$ cat config.mk
export PLATFORM = sky130hd
export DESIGN_NAME = lbc_cycle_ctrl
export DESIGN_NICKNAME = d
export VERILOG_FILES = /design/src/lbc_status_decode.v /design/src/lbc_cycle_ctrl.v
export VERILOG_INCLUDE_DIRS = /design/src /design/src/src
export SDC_FILE = /design/constraint.sdc
export NUM_CORES = 1
export LEC_CHECK = 0
export BUFFER_PORTS_ARGS = -buffer_cell sky130_fd_sc_hd__clkbuf_2
export CORE_MARGIN = 1.5
export CORE_UTILIZATION = 50
export DETAILED_ROUTE_END_ITERATION = 10
export GPL_ROUTABILITY_DRIVEN = 1
export PLACE_DENSITY = 0.76
export SYNTH_ARGS = -nofsm -noshare
export SYNTH_HDL_FRONTEND = slang
export SYNTH_HIERARCHICAL = 1
export SYNTH_SLANG_ARGS = --single-unit
$ cat constraint.sdc
create_clock -name CLK_SYS -period 4.38 [get_ports CLK_SYS]
set_clock_uncertainty 0.05 [all_clocks]
set_input_delay 0.219 -clock CLK_SYS [delete_from_list [all_inputs] [get_ports CLK_SYS]]
set_output_delay 0.219 -clock CLK_SYS [all_outputs]
set_load 0.05 [all_outputs]
$ cat src/lbc_defines.vh
// constants for the local bus cycle control block
`ifndef LBC_DEFINES_VH
`define LBC_DEFINES_VH
// status codes, high bit first
`define LBC_ST_INTA 3'h0
`define LBC_ST_IORD 3'h1
`define LBC_ST_IOWR 3'h2
`define LBC_ST_HALT 3'h3
`define LBC_ST_FETCH 3'h4
`define LBC_ST_MEMRD 3'h5
`define LBC_ST_MEMWR 3'h6
`define LBC_ST_PASSIVE 3'h7
// direct i/o port range upper bound
`define LBC_IO_DIRECT_MAX 16'h00ff
// reset value of strobes (inactive high)
`define LBC_STROBE_IDLE 1'h1
`endif

$ cat src/lbc_status_decode.v
// status code and strobe kind for a requested cycle type
`timescale 1ns/1ns
`default_nettype none
`include "lbc_defines.vh"
module lbc_status_decode (
  // request
  input wire [2:0] kind,
  input wire io_space,
  // decoded
  output reg [2:0] code,
  output reg is_read,
  output reg is_write
);
  // kind: 0 inta, 1 read, 2 write, 3 halt, 4 fetch
  always @* begin
    is_read = 1'b0;
    is_write = 1'b0;
    case (kind)
      3'h0: code = `LBC_ST_INTA;
      3'h1: begin
        code = io_space ? `LBC_ST_IORD : `LBC_ST_MEMRD;
        is_read = 1'b1;
      end
      3'h2: begin
        code = io_space ? `LBC_ST_IOWR : `LBC_ST_MEMWR;
        is_write = 1'b1;
      end
      3'h3: code = `LBC_ST_HALT;
      3'h4: begin
        code = `LBC_ST_FETCH;
        is_read = 1'b1;
      end
      default: code = `LBC_ST_PASSIVE;
    endcase
  end
endmodule // lbc_status_decode
`default_nettype wire

$ cat src/lbc_cycle_ctrl.v
// bus cycle controller of a multiplexed local bus
`timescale 1ns/1ns
`default_nettype none
`include "lbc_defines.vh"
module lbc_cycle_ctrl (
  // clock and reset
  input wire CLK_SYS,
  input wire RESET,
  // variant strap: 1 = 8-bit external bus
  input wire BYTE_BUS,
  // cycle request from the execution side
  input wire REQ_VALID,
  input wire [2:0] REQ_KIND,
  input wire REQ_IO,
  input wire REQ_DIRECT,
  input wire [7:0] REQ_PORT8,
  input wire [19:0] REQ_ADDR,
  input wire REQ_WORD,
  input wire REQ_PERIPH,
  input wire [15:0] REQ_WDATA,
  output reg REQ_READY,
  // completion
  output reg DONE,
  output reg [15:0] RDATA,
  // internal peripheral word port
  output reg PERIPH_STB,
  output reg PERIPH_WR,
  output reg [15:0] PERIPH_ADDR,
  output reg [15:0] PERIPH_WDATA,
  input wire [15:0] PERIPH_RDATA,
  // external bus
  input wire READY,
  input wire [15:0] AD_IN,
  output reg [15:0] AD_OUT,
  output reg AD_OE,
  output reg [19:0] ADDR,
  output reg UPPER_LANE_ENABLE_N,
  output reg RD_N,
  output reg WR_N,
  output reg CYCLE_STATUS_HI,
  output reg CYCLE_STATUS_MID,
  output reg CYCLE_STATUS_LO,
  output reg CS_MEM_N,
  output reg CS_IO_N
);
  localparam [2:0] ST_IDLE = 3'h0;
  localparam [2:0] ST_PRE = 3'h1;
  localparam [2:0] ST_T1 = 3'h2;
  localparam [2:0] ST_T2 = 3'h3;
  localparam [2:0] ST_T3 = 3'h4;
  localparam [2:0] ST_T4 = 3'h5;
  localparam [2:0] ST_PER = 3'h6;

  // lane placement: returns {upper_enable_n, a0_forced}
  function [1:0] lane_sel;
    input a0;
    input word;
    input byte_bus;
    begin
      if (byte_bus)
        lane_sel = 2'h2;
      else
        lane_sel = {~(a0 | word), a0};
    end
  endfunction

  reg [2:0] state;
  reg [2:0] kind;
  reg io;
  reg [19:0] addr;
  reg [15:0] wdata;
  reg second;
  reg split;
  reg periph;
  reg [2:0] code;
  wire [2:0] dec_code;
  wire dec_rd;
  wire dec_wr;
  wire [19:0] req_eff;
  wire [1:0] lanes;

  lbc_status_decode i_lbc_status_decode (
    .kind(kind),
    .io_space(io),
    .code(dec_code),
    .is_read(dec_rd),
    .is_write(dec_wr)
  );

  // i/o: direct form zero-extends the 8-bit port, else 16-bit pointer
  assign req_eff = !REQ_IO ? REQ_ADDR :
    (REQ_DIRECT ? {12'h000, REQ_PORT8} :
    {4'h0, REQ_ADDR[15:0]});
  assign lanes = lane_sel(addr[0], split ? 1'b0 : 1'b1, BYTE_BUS);

  always @(posedge CLK_SYS or posedge RESET) begin
    if (RESET) begin
      state <= ST_IDLE;
      kind <= 3'h0;
      io <= 1'b0;
      addr <= 20'h00000;
      wdata <= 16'h0000;
      second <= 1'b0;
      split <= 1'b0;
      periph <= 1'b0;
      code <= `LBC_ST_PASSIVE;
      REQ_READY <= 1'b1;
      DONE <= 1'b0;
      RDATA <= 16'h0000;
      PERIPH_STB <= 1'b0;
      PERIPH_WR <= 1'b0;
      PERIPH_ADDR <= 16'h0000;
      PERIPH_WDATA <= 16'h0000;
      AD_OUT <= 16'h0000;
      AD_OE <= 1'b0;
      ADDR <= 20'h00000;
      UPPER_LANE_ENABLE_N <= 1'b1;
      RD_N <= `LBC_STROBE_IDLE;
      WR_N <= `LBC_STROBE_IDLE;
      {CYCLE_STATUS_HI, CYCLE_STATUS_MID, CYCLE_STATUS_LO} <=
        `LBC_ST_PASSIVE;
      CS_MEM_N <= 1'b1;
      CS_IO_N <= 1'b1;
    end else begin
      DONE <= 1'b0;
      PERIPH_STB <= 1'b0;
      case (state)
        ST_IDLE: begin
          // idle keeps passive status and strobes high
          {CYCLE_STATUS_HI, CYCLE_STATUS_MID, CYCLE_STATUS_LO} <=
            `LBC_ST_PASSIVE;
          RD_N <= 1'b1;
          WR_N <= 1'b1;
          AD_OE <= 1'b0;
          if (REQ_VALID && REQ_READY) begin
            REQ_READY <= 1'b0;
            kind <= REQ_KIND;
            io <= REQ_IO;
            addr <= req_eff;
            wdata <= REQ_WDATA;
            second <= 1'b0;
            periph <= REQ_PERIPH;
            // odd word on 16-bit bus also needs two cycles
            split <= REQ_WORD && (BYTE_BUS || req_eff[0]);
            if (REQ_PERIPH) begin
              // peripherals always move a whole word inside
              PERIPH_STB <= 1'b1;
              PERIPH_WR <= (REQ_KIND == 3'h2);
              PERIPH_ADDR <= {req_eff[15:1], 1'b0};
              PERIPH_WDATA <= REQ_WDATA;
              state <= ST_PER;
            end else begin
              state <= ST_PRE;
            end
          end
        end
        ST_PER: begin
          RDATA <= PERIPH_RDATA;
          if (kind == 3'h1 || kind == 3'h2) begin
            // read or write still shows one unsplit bus cycle outside
            split <= 1'b0;
            state <= ST_PRE;
          end else begin
            DONE <= 1'b1;
            REQ_READY <= 1'b1;
            state <= ST_IDLE;
          end
        end
        ST_PRE: begin
          // status goes active in the state before address phase
          {CYCLE_STATUS_HI, CYCLE_STATUS_MID, CYCLE_STATUS_LO} <=
            dec_code;
          code <= dec_code;
          state <= ST_T1;
        end
        ST_T1: begin
          ADDR <= addr;
          AD_OUT <= addr[15:0];
          AD_OE <= (kind != 3'h3);
          UPPER_LANE_ENABLE_N <= lanes[1];
          // chip select follows its own space only
          CS_MEM_N <= !((dec_rd || dec_wr) && !io);
          CS_IO_N <= !((dec_rd || dec_wr) && io);
          state <= ST_T2;
        end
        ST_T2: begin
          // address released in the same cycle the read strobe falls
          AD_OE <= dec_wr;
          RD_N <= !dec_rd;
          WR_N <= !dec_wr;
          // write data lands in the same cycle the write strobe falls
          // odd split word on 16-bit bus: low byte rides the upper lane first
          if (second)
            AD_OUT <= {8'h00, wdata[15:8]};
          else if (split && !BYTE_BUS)
            AD_OUT <= {wdata[7:0], 8'h00};
          else
            AD_OUT <= wdata;
          if (kind == 3'h3) begin
            {CYCLE_STATUS_HI, CYCLE_STATUS_MID, CYCLE_STATUS_LO} <=
              `LBC_ST_PASSIVE;
            state <= ST_T4;
          end else begin
            state <= ST_T3;
          end
        end
        ST_T3: begin
          // stay in wait phases while ready sampled low
          if (READY) begin
            {CYCLE_STATUS_HI, CYCLE_STATUS_MID, CYCLE_STATUS_LO} <=
              `LBC_ST_PASSIVE;
            state <= ST_T4;
          end
        end
        ST_T4: begin
          WR_N <= 1'b1;
          // read strobe rises together with write strobe as T4 ends
          RD_N <= 1'b1;
          AD_OE <= 1'b0;
          CS_MEM_N <= 1'b1;
          CS_IO_N <= 1'b1;
          // peripheral word already captured; outside byte is a mirror
          if (dec_rd && !periph) begin
            if (second)
              RDATA[15:8] <= AD_IN[7:0];
            else if (split && !BYTE_BUS)
              RDATA[7:0] <= AD_IN[15:8];
            else if (BYTE_BUS)
              RDATA[7:0] <= AD_IN[7:0];
            else
              RDATA <= AD_IN;
          end
          if (split && !second) begin
            second <= 1'b1;
            addr <= addr + 20'h00001;
            state <= ST_PRE;
          end else begin
            DONE <= 1'b1;
            REQ_READY <= 1'b1;
            state <= ST_IDLE;
          end
        end
        default: state <= ST_IDLE;
      endcase
    end
  end
endmodule // lbc_cycle_ctrl
`default_nettype wire

==> results.yml, run 1 <==
timing:
  fmax_mhz: 301.8
  final-setup-viol-count: 0
  layout_setup_ws_ns: 1.067
  tightest_slew_ns: 1.155
  hold_viol: 8
  final_max_slew_viol_count: 0
  tns_ns: 0
  max_slew_margin: 0.2275
  fin_crit_ns: 3.313
  fin_hold_ws_ns: -0.007578
  period_share: 0.7564
  rsz0062_at_grt: "false"
pwr:
  combPwrFrac: 0.464
  switching_share: 0.4669
  leakage_nw: 4.193
  power_density_mw_per_mm2: 859.4
  ir_drop_mv: 0.5347
  p_int_mw: 4.013
  p_switching_mw: 3.515
  seq_power_share: 0.334
  power.share.clock: 0.202
hold_path:
  hp-class: "in2async"
clocking:
  cts-htree-levels: 4
  cts_resized: 0
  clk_pin_slew_ns: 0.06
  clkLatencyLatePin_ns: 0.42
  numCtsBuffers: 17
  cts_tree: "built"
  clock_path_buffers: 2
  numClockSinks: 142
  cts-root-buf: "clkbuf_16"
logic_synthesis:
  yosys_warnings: 6
  synthMuxAreaShare: 0.1537
  synth_area_sq_mm: 0.007043
  synthXorXnorAreaFrac: 0.004974
  synth_fa_ha_area_frac: 0.001777
  netlist_instances: 680
  synth_compound_area_frac: 0.1471
  ys_types: 67
  postSynthAreaPerCell_sq_um: 10.36
  syn_nets: 769
  async_flop_share: 1.000
  synth-simple-area-share: 0.1409
  synth_edf_count: 0
  ys_ff_latch: 142
  ys.flop_type: "dfrtp_1"
  synth_top_family_by_area: "multiplexers"
  ys_seq_area_frac: 0.5061
final_layout:
  layout_commonest_cell: "clkbuf_2"
  final-seq-area_sq_mm: 0.003565
  nFillCells: 1154
  area_growth_syn_to_layout_pct: 24.37
  final_nets: 939
  drive_gt1_frac: 0.3735
  diodes: 0
  final_cell_mix: "clkbuf_2 (183), dfrtp_1 (133), nand2_1 (84)"
  multiInputGateArea_sq_mm: 0.003164
floorplan:
  initial_utilization: 0.5094
  coreArea_sq_mm: 0.01383
  io_pins: 185
  die_w_microns: 121.7
  chipHeight_microns: 121.7
  placementRows: 43
  design.die.area_sq_mm: 0.01481
critical_path:
  cpPeakStageDelay_ns: 0.95
  rrSetupSlack_ns: 1.07
  critPathCaptureType: "register"
  startpoint_type: "register"
  worst_path_max_delay_cell: "nand4_1"
  path_max_fanout: 20
  critPathKind: "reg2reg"
  crit_chain: "nor3_1 -> nand4_1 -> o41ai_1 -> dlygate4sd3_1"
  critPathArrivalTime_ns: 3.61
  critPathRequiredTime_ns: 4.68
routing:
  drt_iter0_markers: 385
  vias_per_cell: 5.581
  vias: 5815
  drtPass1Iterations: 5
  drt-total-wl_mm: 17.84
  wl_per_cell_microns: 17.12
  ant_nets: 0
  drcViolationCount: 0
global_routing:
  gr-total-overflow: 0
  track_usage: 0.2458
  grt_pass1_wl_mm: 27.78
  grt_max_degree: 109
  grt_antenna_before_repair: 0
  grt_pass1_vias: 5277
run:
  max_cap_viol_count: 0
place:
  gp_congestion: 0.8207
  hpwl_mm: 12.22
  io_buffers: 183
  dp_worst_setup_slack_ns: 1.539
run_status:
  status: "complete, but fails checks"
  failed_checks: "negative hold slack"
==> cells by family (layout without fill, tap and decap cells) <==
group / Yosys count / count (layout)
multiplexers: 99 / 99
adder cells (fa/ha/maj): 1 / 1
other: 1 / 1
buffers and inverters: 75 / 257
XOR/XNOR: 4 / 4
AND/OR/NAND/NOR: 195 / 195
flip-flops: 142 / 142
AO/OA/AOI/OAI: 163 / 163
==> power groups by stage <==
stage               logic [mW]  clock network (mW)  registers [mW]
global route              3.73                1.60            2.59
CTS                       3.51                1.54            2.50
detailed placement        3.48                   0            2.52
global placement          3.42                   0            2.50
floorplan                 1.53                   0            3.62
finish                    3.49                1.52            2.51
==> stage by stage <==
step	power, mW	instance area [sq um]	utilization	std cells	hold slack [ns]
floorplan	5.148	7043	-	680	0.2661
global placement	5.922	8018	0.5799	999	0.3813
detailed placement	5.997	8018	0.5799	999	0.3849
CTS	7.548	8760	0.6335	1042	0.002240
global route	7.924	8760	0.6335	1042	0.005638
finish	7.528	8760	0.6335	1042	-0.007578
==> layer usage <==
| layer | wire length [microns] | global-route usage | part of all wire | vias to the layer above |
|---|---|---|---|---|
| li1 | - | - | - | 2748 |
| met1 | 7702 | 0.3299 | 0.43 | 2847 |
| met2 | 8936 | 0.4075 | 0.50 | 193 |
| met3 | 891 | 0.04026 | 0.050 | 27 |
| met4 | 305 | 0.08382 | 0.017 | 0 |
| met5 | 0 | 0 | 0 | - |
==> synthesized netlist by cell type (all sizes together), types with 2 or more instances <==
master / count / area, sq um
xnor2: 3 / 26.28
nand4b: 2 / 17.52
a21o: 5 / 40.04
a311oi: 2 / 17.52
or4: 2 / 20.02
a21boi: 2 / 15.01
and2: 2 / 12.51
dfstp: 9 / 236.5
nor3b: 3 / 22.52
o22ai: 2 / 12.51
and3: 5 / 33.78
inv: 24 / 90.09
dfrtp: 133 / 3328
and3b: 2 / 17.52
nor3: 8 / 40.04
buf: 26 / 132.6
a21oi: 37 / 185.2
clkbuf: 25 / 93.84
nor2b: 11 / 68.82
nand2b: 5 / 31.28
o2bb2ai: 3 / 26.28
nor4: 4 / 46.29
nor2: 37 / 146.4
a2bb2oi: 4 / 35.03
a31oi: 13 / 81.33
o21ai: 55 / 282.8
nand3b: 3 / 22.52
or2: 2 / 12.51
o311ai: 8 / 70.07
nand4: 5 / 61.31
a22o: 2 / 17.52
nand3: 15 / 75.07
nor4b: 2 / 17.52
nand2: 84 / 315.3
mux2i: 26 / 260.3
mux2: 73 / 822.0
a211oi: 7 / 52.55
o22a: 12 / 106.4
==> registers in the layout (all words and copies together) (netlist names), 15 cells and up <==
name,cells
AD_OUT,16
PERIPH_WDATA,16
addr,20
wdata,16
RDATA,16
ADDR,20
PERIPH_ADDR,15
==> worst max-delay path: cells and delay by family, from the launching register on <==
| family | cells | cell delay [ns] |
|---|---|---|
| DFF | 1 | 0.59 |
| AOI/OAI and AO/OA | 1 | 0.66 |
| buffers and inverters | 1 | 0.61 |
| and+or+nand+nor | 2 | 1.34 |
==> what timing repair did <==
action,CTS,global route
buffers inserted,0,0
hold endpoints to repair,15,0
hold buffers,12,0
==> worst paths after layout <==
| kind | startpoint | cells after the start | end |
|---|---|---|---|
| setup / recovery | state[2] | 4 | PERIPH_WR |
| hold / removal | RESET | 2 | kind[0] |
| max in group asynchronous | RESET | 3 | CS_IO_N |
| min in group CLK_SYS | REQ_WDATA[8] | 2 | PERIPH_WDATA[8] |
| hold reg to reg | AD_OUT[1] | 2 | AD_OUT[1] |
| setup reg to reg | state[2] | 4 | PERIPH_WR |
==> area by class of cell <==
| cell class | count | area share |
|---|---|---|
| clock inverters | 11 | 0.01885 |
| inverters | 24 | 0.01086 |
| flip-flops and latches | 142 | 0.4069 |
| clock buffers | 20 | 0.05214 |
| multi-input cells | 463 | 0.3612 |
| repair buffers | 202 | 0.1243 |
| well taps | 180 | 0.02571 |
Note: power is estimated with default switching activity, not from simulation.
==> run 2, diff against run 1 <==
==> constraint.sdc (replaced) <==
create_clock -name CLK_SYS -period 3.42 [get_ports CLK_SYS]
set_clock_uncertainty 0.05 [all_clocks]
set_input_delay 0.171 -clock CLK_SYS [delete_from_list [all_inputs] [get_ports CLK_SYS]]
set_output_delay 0.171 -clock CLK_SYS [all_outputs]
set_load 0.05 [all_outputs]
==> results.yml, run 2 (synthesized netlist as in run 1, its figures left out) <==
critical_path:
  rrSetupSlack_ns: 0.98
  rr_worst_depth: 5
  cpPeakStageDelay_ns: 0.60
  critPathCaptureType: "register"
  critPathRequiredTime_ns: 3.73
  path_max_fanout: 20
  critPathArrivalTime_ns: 2.75
  startpoint_type: "register"
  reg2reg_from: "state[2]"
  path_buf_inv: 2
  worst_r2r_endpoint: "PERIPH_WR"
  worst_path_max_delay_cell: "dfrtp_1"
  crit_family: "buffers and inverters"
  critPathKind: "reg2reg"
  crit_chain: "nor3_1 -> nand4_1 -> buf_4 -> o41ai_1 -> dlygate4sd3_1"
place:
  gp_congestion: 0.8219
  dpl_cell_area_sq_mm: 0.008059
  io_buffers: 183
  hpwl_mm: 12.56
clocking:
  clkLatencyLatePin_ns: 0.43
  clk_pin_slew_ns: 0.06
  numCtsBuffers: 17
  numClockSinks: 142
  cts-htree-levels: 4
  cts_tree: "built"
  cts-root-buf: "clkbuf_16"
  cts_resized: 0
  clock_path_buffers: 2
floorplan:
  design.die.area_sq_mm: 0.01481
  io_pins: 185
  coreArea_sq_mm: 0.01383
  placementRows: 43
  die_w_microns: 121.7
  chipHeight_microns: 121.7
  initial_utilization: 0.5094
routing:
  vias: 5920
  wl_per_cell_microns: 17.30
  drt_iter0_markers: 350
  drtPass1Iterations: 5
  ant_nets: 0
  drt-total-wl_mm: 18.53
  vias_per_cell: 5.528
  drcViolationCount: 0
hold_path:
  worstHoldEndpoint: "RDATA[12]"
  holdCritStartpoint: "PERIPH_RDATA[12]"
  hold_depth: 3
  hp-class: "in2reg"
final_layout:
  drive_gt1_frac: 0.3681
  final_nets: 967
  layout_commonest_cell: "clkbuf_2"
  area_growth_syn_to_layout_pct: 28.37
  final_cell_mix: "clkbuf_2 (183), dfrtp_1 (133), nand2_1 (84)"
  diodes: 0
  stdcell_area_sq_mm: 0.009041
  top_regs: "ADDR: 20 flops, addr: 20 flops"
run:
  max_cap_viol_count: 0
timing:
  final_max_slew_viol_count: 0
  max_slew_margin: 0.2551
  hold_viol: 0
  tightest_slew_ns: 1.112
  fmax_mhz: 410.4
  period_share: 0.7124
  final-setup-viol-count: 0
  tns_ns: 0
  fin_crit_ns: 2.436
  rsz0062_at_grt: "false"
pwr:
  power_density_mw_per_mm2: 1071
  leakage_nw: 4.289
  ir_drop_mv: 0.6247
global_routing:
  track_usage: 0.2629
  gr-total-overflow: 0
  grt_pass1_vias: 5618
  grt_max_degree: 112
  grt_pass1_wl_mm: 29.71
  grt_antenna_before_repair: 0
run_status:
  status: "finished, final reports clean"
[run 2: power by group]
part           internal [mW]  switching, mW
Sequential              2.47          0.761
Clock                   1.21          0.743
Combinational           1.44           3.05
[run 2: through the flow]
stage          std cells  setup WS, ns  hold slack, ns  power (mW)    util
2_1_floorplan        680         1.429          0.2181       6.594       -
3_3_place_gp        1003         1.276          0.2667       7.594  0.5828
3_5_place_dp        1003         1.240          0.2685       7.694  0.5828
4_1_cts             1071        0.9959        0.001513       9.713  0.6539
5_1_grt             1071        0.8804         0.03894       10.22  0.6539
6_report            1071        0.9835        0.007010       9.683  0.6539
[run 2: worst reg2reg max path, stage by stage, from the launching register on]
cell and delay [ns]:
dfrtp_1 0.60, nor3_1 0.41, nand4_1 0.22, buf_4 0.27
o41ai_1 0.24, dlygate4sd3_1 0.59
[run 2: how the worst max path moves through the flow]
| stage | cells past startpoint | slack [ns] | to | startpoint |
|---|---|---|---|---|
| after floorplan | 1 | 1.43 | ADDR[0] | RESET |
| after global placement | 5 | 1.28 | addr[2] | state[2] |
| after detailed placement | 4 | 1.24 | AD_OUT[9] | split |
| after CTS | 5 | 1.0 | PERIPH_WR | state[2] |
| after global routing | 5 | 0.88 | PERIPH_WR | state[2] |
| final | 5 | 0.98 | PERIPH_WR | state[2] |
[run 2: cell type report]
| type | instances | area, sq um |
|---|---|---|
| tap | 180 | 225.2 |
| inverter | 24 | 93.84 |
| multi-input combinational | 463 | 3164 |
| sequential | 142 | 3565 |
| timing repair buffer | 230 | 1371 |
| fill | 1124 | 4786 |
| clock inverter | 15 | 196.4 |
| clock buffer | 17 | 425.4 |
[run 2: per-layer routing]
layer	vias up	part of all wire	global-route usage
li1	2815	-	-
met1	2869	0.42	0.3403
met2	195	0.50	0.4290
met3	41	0.050	0.05150
met4	0	0.028	0.1206
met5	-	0	0
[run 2: what timing repair did]
| item | CTS | global route |
|---|---|---|
| setup buffers | 0 | 0 |
| endpoints found under the hold margin | 74 | 0 |
| hold buffers | 36 | 0 |
==> run 3, diff against run 2 <==
--- a/config.mk
+++ b/config.mk
@@ -8,10 +8,10 @@
 export LEC_CHECK = 0
 export BUFFER_PORTS_ARGS = -buffer_cell sky130_fd_sc_hd__clkbuf_2
 export CORE_MARGIN = 1.5
-export CORE_UTILIZATION = 50
+export CORE_UTILIZATION = 48
 export DETAILED_ROUTE_END_ITERATION = 10
 export GPL_ROUTABILITY_DRIVEN = 1
-export PLACE_DENSITY = 0.76
+export PLACE_DENSITY = 0.77
 export SYNTH_ARGS = -nofsm -noshare
 export SYNTH_HDL_FRONTEND = slang
 export SYNTH_HIERARCHICAL = 1
==> constraint.sdc (replaced) <==
create_clock -name CLK_SYS -period 2 [get_ports CLK_SYS]
set_clock_uncertainty 0.05 [all_clocks]
set_input_delay 0.1 -clock CLK_SYS [delete_from_list [all_inputs] [get_ports CLK_SYS]]
set_output_delay 0.1 -clock CLK_SYS [all_outputs]
set_load 0.05 [all_outputs]
==> results.yml, run 3 (synthesized netlist as in run 1, its figures left out) <==
critical_path:
  rr_worst_depth: 5
  critPathRequiredTime_ns: 2.25
  critPathKind: "in2reg"
  path_max_fanout: 13
  critPathArrivalTime_ns: 2.17
  startpoint_type: "input port"
  critPathCaptureType: "register"
global_routing:
  gr-total-overflow: 0
  track_usage: 0.2535
  grt_pass1_wl_mm: 29.61
  grt_antenna_before_repair: 0
  grt_max_degree: 102
  grt_pass1_vias: 5896
clocking:
  clk_pin_slew_ns: 0.06
  clkLatencyLatePin_ns: 0.43
  numClockSinks: 142
  numCtsBuffers: 17
  clock_path_buffers: 2
  cts_tree: "built"
  cts-htree-levels: 4
  cts-root-buf: "clkbuf_16"
floorplan:
  coreArea_sq_mm: 0.01442
  placementRows: 44
  chipHeight_microns: 124.1
  die_w_microns: 124.1
  initial_utilization: 0.4883
  design.die.area_sq_mm: 0.01541
  io_pins: 185
final_layout:
  postLayoutCoreUtil: 0.6528
  final_nets: 1011
  drive_gt1_frac: 0.3861
  diodes: 0
  layout_commonest_cell: "clkbuf_2"
  top_regs: "ADDR: 20 flops, addr: 20 flops"
  area_growth_syn_to_layout_pct: 33.68
  final_cell_mix: "clkbuf_2 (183), dfrtp_1 (131), nand2_1 (84)"
  stdcell_count: 1119
routing:
  vias: 6130
  wl_per_cell_microns: 17.11
  drt-total-wl_mm: 19.14
  drtPass1Iterations: 6
  vias_per_cell: 5.478
  drt_iter0_markers: 435
  drcViolationCount: 0
  ant_nets: 0
timing:
  layout_setup_ws_ns: 0.07420
  max_slew_margin: 0.6144
  rsz0062_at_grt: "true"
  final-setup-viol-count: 0
  hold_viol: 0
  fmax_mhz: 519.3
  final_max_slew_viol_count: 0
  fin_hold_ws_ns: 0.02706
  period_share: 0.9629
  tightest_slew_ns: 0.5783
  fin_crit_ns: 1.926
pwr:
  switching_share: 0.4698
  seq_power_share: 0.314
  ir_drop_mv: 1.339
  leakage_nw: 4.505
  total_power_mw: 16.85
  combPwrFrac: 0.497
  p_switching_mw: 7.917
  p_int_mw: 8.934
  power.share.clock: 0.189
  power_density_mw_per_mm2: 1790
place:
  hpwl_mm: 13.21
  gp_congestion: 0.8908
  io_buffers: 183
  dpl.cell_count: 1037
  dp_worst_setup_slack_ns: 0.1296
hold_path:
  hold_depth: 3
  hp-class: "in2reg"
run:
  max_cap_viol_count: 0
run_status:
  status: "finished, final reports clean"
## run 3: cell count changes in the layout (fill, tap and decap cells not counted), sizes merged
cell         delta
dlygate4sd3    +13
clkinvlp        -5
bufinv          -2
clkbuf          +2
inv             +6
buf            +31
clkinv          -1
## run 3: timing repair
| item | 4_1_cts | 5_1_grt |
|---|---|---|
| resized for setup | 0 | 4 |
| hold buffers | 49 | 0 |
| endpoints found under the setup margin | 0 | 5 |
| endpoints found under the hold margin | 197 | 0 |
| setup buffers | 0 | 1 |
## run 3: path summary, 6_finish.rpt
check	start	to	slack (ns)
max in group asynchronous	RESET	ADDR[17]	1.14
setup reg to reg	addr[1]	addr[18]	0.12
hold reg to reg	PERIPH_ADDR[6]	PERIPH_ADDR[6]	0.43
setup / recovery	REQ_IO	PERIPH_ADDR[5]	0.07
hold / removal	REQ_PORT8[1]	PERIPH_ADDR[1]	0.03
min in group asynchronous	RESET	PERIPH_WDATA[0]	0.32
## run 3: critical path, stage by stage
cell           delay, ns
dlygate4sd3_1       0.53
clkbuf_2            0.17
nand2_1             0.12
buf_4               0.25
mux2i_1             0.34
dlygate4sd3_1       0.59
o21ai_0             0.07
## run 3: power groups by stage
stage	combinational (mW)	clock, mW	sequential [mW]
after floorplan	3.35	0	7.93
after global placement	8.12	0	5.27
after detailed placement	8.25	0	5.29
after CTS	8.38	3.25	5.28
after global routing	8.96	3.36	5.47
final	8.37	3.19	5.29
## run 3: final cells by class
type                       count  area [sq um]
fill                        1154          5009
sequential                   142          3567
multi-input combinational    463          3169
timing repair buffer         274          1759
clock buffer                  19         442.9
tap                          184         230.2
clock inverter                13         152.6
inverter                      24         93.84
## run 3: layer usage
layer | global-route usage | part of all wire | up-vias
li1 | - | - | 2908
met1 | 0.3169 | 0.42 | 2975
met2 | 0.4293 | 0.50 | 212
met3 | 0.05861 | 0.055 | 35
met4 | 0.09304 | 0.024 | 0
met5 | 0 | 0 | -
## run 3: through the flow
| step | TNS [ns] | cell area (sq um) |
|---|---|---|
| 2_1_floorplan | 0 | 7047 |
| 3_3_place_gp | 0 | 8314 |
| 4_1_cts | 0 | 9400 |
| 3_5_place_dp | 0 | 8314 |
| 6_report | 0 | 9415 |
| 5_1_grt | -0.02559 | 9415 |
